File: src/inc/txpmx_map.svh
// Register offsets, field positions and reset values of the transmit port selector.
`ifndef TXPMX_MAP_SVH
`define TXPMX_MAP_SVH
`define TXPMX_ADDR_W 8
`define TXPMX_OFS_PORT_A 8'h80
`define TXPMX_OFS_PORT_B 8'h81
`define TXPMX_OFS_PORT_C 8'h82
`define TXPMX_OFS_PORT_D 8'h83
`define TXPMX_OFS_POL_DIR 8'h84
`define TXPMX_OFS_STATUS 8'h85
`define TXPMX_RST_CFG 8'h00
`define TXPMX_FUNC_MSB 3
`define TXPMX_BIT_RX_CLK_DIR 0
`define TXPMX_BIT_SYS_RX_CLK_DIR 1
`define TXPMX_BIT_RSVD 2
`define TXPMX_BIT_MFS_POL 3
`define TXPMX_POL_DIR_MASK 8'h0b
`endif

File: src/inc/txpmx_pkg.sv
// Types of the transmit port selector.
package txpmx_pkg;
  typedef enum logic [3:0] {
    TXPMX_FN_FRAME_SYNC = 4'b0000,
    TXPMX_FN_MF_SYNC = 4'b0001,
    TXPMX_FN_SIG_DATA = 4'b0010,
    TXPMX_FN_TX_CLOCK = 4'b0011,
    TXPMX_FN_MF_BEGIN = 4'b0100,
    TXPMX_FN_SIG_MARKER = 4'b0101,
    TXPMX_FN_SPARE_MARKER = 4'b0110,
    TXPMX_FN_LINE_CLOCK = 4'b0111,
    TXPMX_FN_LINE_TRISTATE = 4'b1000
  } txpmx_func_t;
endpackage

File: src/hw/txpmx_top.sv
// Function and direction selector for the four transmit multifunction ports.
//
// Decided for this implementation: strobed register access and the register offsets.
`include "txpmx_map.svh"

module txpmx_top
  import txpmx_pkg::*;
(
  input wire logic sys_clk_i,
  input wire logic reset_i,
  input wire logic [7:0] reg_addr_i,
  input wire logic [7:0] reg_wdata_i,
  input wire logic reg_wr_i,
  input wire logic reg_rd_i,
  output logic [7:0] reg_rdata_o,
  input wire logic [3:0] tx_port_pin_i,
  output logic [3:0] tx_port_pin_o,
  output logic [3:0] tx_port_oe_o,
  input wire logic tx_multiframe_begin_i,
  input wire logic tx_signaling_marker_i,
  input wire logic tx_spare_bit_marker_i,
  input wire logic tx_line_clock_i,
  input wire logic register_line_tristate_bit_i,
  output logic tx_frame_sync_pulse_in_o,
  output logic tx_multiframe_sync_in_o,
  output logic tx_signaling_data_in_o,
  output logic tx_signaling_data_valid_o,
  output logic tx_clock_in_o,
  output logic tx_line_tristate_o,
  output logic sys_rx_clock_dir_o,
  output logic rx_clock_dir_o
);

  logic [7:0] port_cfg_q [4];
  logic [7:0] pol_dir_q;
  logic [3:0] func_out_d;
  logic [3:0] oe_d;
  logic fs_d;
  logic mfs_d;
  logic sig_d;
  logic clk_d;
  logic line_tri_d;

  // Output functions are 0100 to 0111; 1000 and undefined codes stay inputs.
  function automatic logic txpmx_is_output(input logic [3:0] code);
    return (code[3] == 1'b0) && (code[2] == 1'b1);
  endfunction

  function automatic logic [3:0] txpmx_code(input logic [7:0] cfg);
    return cfg[`TXPMX_FUNC_MSB:0];
  endfunction

  // Register writes; the reserved polarity register bit is forced to zero.
  always_ff @(posedge sys_clk_i) begin
    if (reset_i) begin
      for (int i = 0; i < 4; i++) begin
        port_cfg_q[i] <= `TXPMX_RST_CFG;
      end
    end else if (reg_wr_i) begin
      for (int i = 0; i < 4; i++) begin
        if (reg_addr_i == `TXPMX_OFS_PORT_A + 8'(i)) begin
          port_cfg_q[i] <= reg_wdata_i;
        end
      end
    end
  end

  always_ff @(posedge sys_clk_i) begin
    if (reset_i) begin
      pol_dir_q <= `TXPMX_RST_CFG;
    end else if (reg_wr_i && reg_addr_i == `TXPMX_OFS_POL_DIR) begin
      pol_dir_q <= reg_wdata_i & `TXPMX_POL_DIR_MASK;
    end
  end

  // Read data appears in the cycle after the strobe only; unmapped reads give zero.
  always_ff @(posedge sys_clk_i) begin
    if (reset_i) begin
      reg_rdata_o <= 8'h00;
    end else if (reg_rd_i) begin
      unique case (reg_addr_i)
        `TXPMX_OFS_PORT_A: reg_rdata_o <= port_cfg_q[0];
        `TXPMX_OFS_PORT_B: reg_rdata_o <= port_cfg_q[1];
        `TXPMX_OFS_PORT_C: reg_rdata_o <= port_cfg_q[2];
        `TXPMX_OFS_PORT_D: reg_rdata_o <= port_cfg_q[3];
        `TXPMX_OFS_POL_DIR: reg_rdata_o <= pol_dir_q;
        `TXPMX_OFS_STATUS: reg_rdata_o <= {tx_port_oe_o, tx_port_pin_i};
        default: reg_rdata_o <= 8'h00;
      endcase
    end else begin
      reg_rdata_o <= 8'h00;
    end
  end

  // Port decode; with duplicate input functions the ports are ORed, which software avoids.
  always_comb begin
    func_out_d = 4'h0;
    oe_d = 4'h0;
    fs_d = 1'b0;
    mfs_d = 1'b0;
    sig_d = 1'b0;
    clk_d = 1'b0;
    line_tri_d = register_line_tristate_bit_i;
    for (int i = 0; i < 4; i++) begin
      oe_d[i] = txpmx_is_output(txpmx_code(port_cfg_q[i]));
      unique case (txpmx_code(port_cfg_q[i]))
        TXPMX_FN_FRAME_SYNC: fs_d = fs_d | tx_port_pin_i[i];
        TXPMX_FN_MF_SYNC: begin
          mfs_d = mfs_d | (tx_port_pin_i[i] ~^ pol_dir_q[`TXPMX_BIT_MFS_POL]);
        end
        TXPMX_FN_SIG_DATA: sig_d = sig_d | tx_port_pin_i[i];
        TXPMX_FN_TX_CLOCK: clk_d = clk_d | tx_port_pin_i[i];
        TXPMX_FN_MF_BEGIN: func_out_d[i] = tx_multiframe_begin_i;
        TXPMX_FN_SIG_MARKER: func_out_d[i] = tx_signaling_marker_i;
        TXPMX_FN_SPARE_MARKER: func_out_d[i] = tx_spare_bit_marker_i;
        TXPMX_FN_LINE_CLOCK: func_out_d[i] = tx_line_clock_i;
        TXPMX_FN_LINE_TRISTATE: line_tri_d = line_tri_d | tx_port_pin_i[i];
        default: func_out_d[i] = 1'b0;
      endcase
    end
  end

  // Outputs are registered, so every path through the selector adds one cycle.
  always_ff @(posedge sys_clk_i) begin
    if (reset_i) begin
      tx_port_pin_o <= 4'h0;
      tx_port_oe_o <= 4'h0;
    end else begin
      tx_port_pin_o <= func_out_d & oe_d;
      tx_port_oe_o <= oe_d;
    end
  end

  always_ff @(posedge sys_clk_i) begin
    if (reset_i) begin
      tx_frame_sync_pulse_in_o <= 1'b0;
      tx_multiframe_sync_in_o <= 1'b0;
      tx_signaling_data_in_o <= 1'b0;
      tx_signaling_data_valid_o <= 1'b0;
      tx_clock_in_o <= 1'b0;
      tx_line_tristate_o <= 1'b0;
    end else begin
      tx_frame_sync_pulse_in_o <= fs_d;
      tx_multiframe_sync_in_o <= mfs_d;
      tx_signaling_data_in_o <= sig_d;
      tx_signaling_data_valid_o <= tx_signaling_marker_i;
      tx_clock_in_o <= clk_d;
      tx_line_tristate_o <= line_tri_d;
    end
  end

  always_ff @(posedge sys_clk_i) begin
    if (reset_i) begin
      sys_rx_clock_dir_o <= 1'b0;
      rx_clock_dir_o <= 1'b0;
    end else begin
      sys_rx_clock_dir_o <= pol_dir_q[`TXPMX_BIT_SYS_RX_CLK_DIR];
      rx_clock_dir_o <= pol_dir_q[`TXPMX_BIT_RX_CLK_DIR];
    end
  end
endmodule

File: config.mk
export PLATFORM = sky130hd
export DESIGN_NAME = txpmx_top
export DESIGN_NICKNAME = d
export VERILOG_FILES = /design/src/inc/txpmx_pkg.sv /design/src/hw/txpmx_top.sv
export VERILOG_INCLUDE_DIRS = /design/src /design/src/inc
export SDC_FILE = /design/constraint.sdc
export NUM_CORES = 1
export LEC_CHECK = 0
export BUFFER_PORTS_ARGS = -buffer_cell sky130_fd_sc_hd__buf_4
export CORE_MARGIN = 2
export CORE_UTILIZATION = 45
export DETAILED_ROUTE_END_ITERATION = 8
export GPL_TIMING_DRIVEN = 0
export PLACE_DENSITY_LB_ADDON = 0.08
export SLEW_MARGIN = 40
export SYNTH_ARGS = -nofsm -noshare
export SYNTH_HDL_FRONTEND = slang
export SYNTH_SLANG_ARGS = --single-unit
File: constraint.sdc
create_clock -name sys_clk_i -period 5 [get_ports sys_clk_i]
set_input_delay 1 -clock sys_clk_i [delete_from_list [all_inputs] [get_ports sys_clk_i]]
set_output_delay 1 -clock sys_clk_i [all_outputs]
set_load 0.02 [all_outputs]
Word-level counts from Yosys, hierarchy flattened
Memories as Yosys holds them, arrays and structs flattened.
Cells that the tools add are included.
W data, S select, Z words.
- flip-flop bits (word level): 27
- output and inout bits: 24
- input bits: 29
- memories kept: 1
- RAM bits: 32
- word-level logic and storage cells: 138
- multiplexer cells: 47
- reductions and logical operators: 10
- bitwise operators: 30
- eq/ne operators: 38
- memories (memory ; depth ; bits a word ; read ports ; clocked after Yosys merged registers in ; write ports ; RTL line ; text):
    port_cfg_q ; 4 ; 8 ; 4 ; 0 ; 4 ; txpmx_top.sv:34 ; logic [7:0] port_cfg_q [4];
- operators with widths (operator ; count):
    $eq A4 B3 Y1 const B ; 16
    $eq A8 B8 Y1 const B ; 6
    $pmux W8 S6 ; 1
    $mux W1 ; 38
    $eq A4 B2 Y1 const B ; 8
    $mux W8 ; 4
    $or A1 B1 Y1 ; 20
    $eq A4 B1 Y1 const B ; 4
    $eq A4 B4 Y1 const B ; 4
    $logic_not A4 Y1 ; 4
    $pmux W1 S4 ; 4
    $logic_and A1 B1 Y1 ; 5
    $not A1 Y1 ; 5
    $and A4 B4 Y4 ; 1
    $xnor A1 B1 Y1 ; 4
    $reduce_or A2 Y1 ; 1

Longest topological paths before layout
An unclocked memory read counts as a cell.
- depth after elaboration: 9
- gate-level depth with buffers: 6

Worst setup path before layout
No wires, ideal clock.
- kind: input port to flip-flop
- start: input reg_addr_i[3]
- end: memory port_cfg_q[2][0], enable pin
- stages: 4
- required time: 4.625 ns
- buffers on the path: 2
- arrival: 2.092 ns
- setup slack: 2.533 ns
- cells stage by stage: buf_6 or3_1 buf_2 o21bai_1
- RTL lines (what ; RTL line ; text):
    start: declaration ; txpmx_top.sv:11 ; input wire logic [7:0] reg_addr_i,
    end: declaration ; txpmx_top.sv:34 ;

==> run_results.csv <==
group,metric,value,unit
pwr,power.switching,264,µW
placement,routabilityCongestion,0.860,
critical_path,crit_buf_inv,1,
timing,slew_viol_final,0,
pwr,leakage,1.44,nW
clock_network,clkSlewWorstSetupHoldPaths,0.07,ns
pwr,internal_power,918,µW
synthesis,synthesis.area,0.00286,mm²
floorplan,rows,29,
timing,hold_viol_final,0,
critical_path,crit_cells,4,
layout,layout-drive-gt1-share,31.9,%
critical_path,r2r_start,"port_cfg_q[1][0]",
clock_network,cts_tree,"built",
critical_path,crit_path_top_delay_cell,"nor4b_4",
critical_path,cpPeakStageDelay,0.50,ns
route,wl_per_cell,18.6,µm
pwr,clockPowerShare,44.9,%
timing,slew_headroom,64.0,%
synthesis,synth_enable_flop_cells,32,
clock_network,cts-htree-levels,3,
timing,skew,0.0102,ns
worst_hold_path,holdCritStartpoint,"tx_port_oe_o[0]",
timing,fin_crit,2.33,ns
floorplan,core-area,0.00624,mm²
placement,place_hpwl,5160,µm
timing,layout_setup_ws,2.67,ns
layout,final_common_cell,"buf_4",
timing,tightest_slew,0.540,ns
synthesis,syn_inst,247,
timing,setup-violations-final,0,
layout,mostFrequentLayoutCells,"51 x buf_4, 32 x edfxtp_1, 27 x dfxtp_1",
synthesis,ys.warnings.count,0,
timing,fin_tns_setup,0,ns
synthesis,avgSynthCellArea,11.6,µm²
route,drcViolationCount,0,
timing,rsz0062_at_grt,"false",
placement,place_ws,2.05,ns
floorplan,pin_count,53,
synthesis,synthesis.nets,276,
route,drtIter0Drc,215,
floorplan,initial_core_util,45.8,%
pwr,powerDensity,330,mW/mm²
route,vias,2137,
route,firstDrtPassIters,5,
critical_path,path_cells,"buf_4, nor4b_4, nand3b_4, o21bai_2",
critical_path,critical_path.max_fanout,8,
clock_network,clock_latency,0.34,ns
layout,utilization,57.4,%
route,drt-total-wl,7250,µm
critical_path,r2r.worst_path.cells,2,
critical_path,cp-start-kind,"primary input",
clock_network,hold_buffers,0,
pwr,p_comb_share,9.0,%
clock_network,cts_root_buffer,"clkbuf_8",
timing,period_share,46.6,%
placement,place_inst,374,
layout,nets,337,
clock_network,postCtsResizedCells,0,
critical_path,path_class,"in2reg",
status,outcome,"completed",
layout,antenna_cells,0,
route,vias_per_cell,5.48,
flow_run,maxCapViolations,0,
worst_hold_path,min_path_cells,2,
pwr,swShare,22.4,%
layout,area_delta_synth_final,25.4,%
critical_path,crit_required,4.98,ns
synthesis,async_reset_ff_share,0,%
timing,fmax,429,MHz
clock_network,clock_path_buffers,2,
global_routing,antenna_found_initial,0,
synthesis,synth-seq-cells,59,
critical_path,crit_arrival,2.31,ns
route,drtAntennaViolNets,0,
worst_hold_path,min_path_type,"reg2reg",
global_routing,grt-ovfl-total,0,
clock_network,cts_buffers,9,
global_routing,grt_pass1_vias,2089,
pwr,seq_power_share,46.1,%
synthesis,ys_types,47,
clock_network,cts_setup_buffers,0,
floorplan,dieWidth,83.7,µm
pwr,ir_drop,209,µV
clock_network,clock-sinks,59,
global_routing,grt.total_usage,21.9,%
floorplan,die_h,83.7,µm
layout,finalNonFillerCells,390,
synthesis,ys.flop_type,"edfxtp_1",
critical_path,critPathTopFamily,"simple AND/OR/NAND/NOR gates",
layout,fillers,552,
floorplan,dieArea,0.00700,mm²
placement,numPortBuffers,50,
global_routing,grt_max_degree,11,
pwr,total_power,1.18,mW
critical_path,crit_path_end_kind,"flop",
critical_path,startpoint,"reg_addr_i[5]",
synthesis,yosysSeqAreaShare,52.6,%
global_routing,grt_pass1_wl,11500,µm
## registers in the layout, indices dropped and copies added (netlist names)
signal	count
port_cfg_q	32
tx_frame_sync_pulse_in_o	1
rx_clock_dir_o	1
tx_signaling_data_in_o	1
sys_rx_clock_dir_o	1
tx_multiframe_sync_in_o	1
pol_dir_q	3
tx_clock_in_o	1
tx_port_oe_o	4
tx_line_tristate_o	1
reg_rdata_o	8
tx_signaling_data_valid_o	1
tx_port_pin_o	4
## through the flow
stage | area [µm²] | hold WS (ns)
global placement | 3330 | 0.454
CTS | 3580 | 0.462
global route | 3580 | 0.499
finish | 3580 | 0.463
floorplan | 2860 | 0.460
detailed placement | 3340 | 0.453
## power by group through the flow
stage	sequential [mW]	clock, mW	combinational [mW]
after global placement	0.555	0	0.106
final	0.545	0.531	0.107
after floorplan	0.554	0	0.0534
after global routing	0.547	0.560	0.116
after detailed placement	0.555	0	0.106
after CTS	0.545	0.538	0.107
## worst reg2reg max path: cells and delay by family, from the launching register on
| kind | cells | cell delay [ns] |
|---|---|---|
| muxes | 1 | 0.56 |
| and+or+nand+nor | 1 | 0.18 |
| DFF | 1 | 0.52 |
## cell usage after synthesis, types with 3 or more instances
master,count,area share [%]
edfxtp_1,32,34
inv_1,4,0.53
buf_2,6,1.1
nor3b_1,7,1.8
nor3_1,3,0.53
a31oi_1,4,0.88
nor3_4,4,2.3
a32oi_1,3,0.92
nand2_1,9,1.2
clkbuf_1,3,0.39
nand3b_1,3,0.79
mux2i_1,15,5.3
nor2_1,16,2.1
a21oi_1,7,1.2
dfxtp_1,27,19
mux4_2,4,3.2
nand3_1,10,1.8
o21bai_1,4,1.1
o21ai_0,10,1.8
nor2b_1,5,1.1
and2_2,12,3.2
and2_1,25,5.5
## worst paths after layout
path	endpoint	slack, ns
setup / recovery	port_cfg_q[0][0]	2.67
hold reg to reg	reg_rdata_o[4]	0.46
setup reg to reg	tx_port_pin_o[1]	3.64
hold / removal	reg_rdata_o[4]	0.46
## final cells by class
class / count / area [µm²] / area share (%)
inverters: 4 / 15.0 / 0.419
flip-flops and latches: 59 / 1500 / 41.9
clock buffers: 10 / 138 / 3.84
multi-input cells: 172 / 1280 / 35.8
clock inverters: 6 / 103 / 2.86
repair buffers: 50 / 375 / 10.5
well taps: 77 / 96.3 / 2.69
plain buffers: 12 / 73.8 / 2.06
## metal layers
metal  vias to the layer above  global-route usage (%)  share of wire (%)
met5                         -                       0                  0
met4                         0                    8.80                1.0
met3                         8                    3.96                7.2
met2                        77                    33.5                 48
li1                       1038                       -                  -
met1                      1014                    31.0                 44
## kinds of logic after synthesis
| logic type | Yosys count | share of synthesized area, % |
|---|---|---|
| and+or+nand+nor | 108 | 25.1 |
| DFF | 59 | 52.6 |
| AOI/OAI and AO/OA | 41 | 9.55 |
| muxes | 19 | 8.41 |
| buffers and inverters | 16 | 3.11 |
| xor gates and xnor gates | 4 | 1.23 |
No activity file was read; power rests on OpenSTA's default activity.
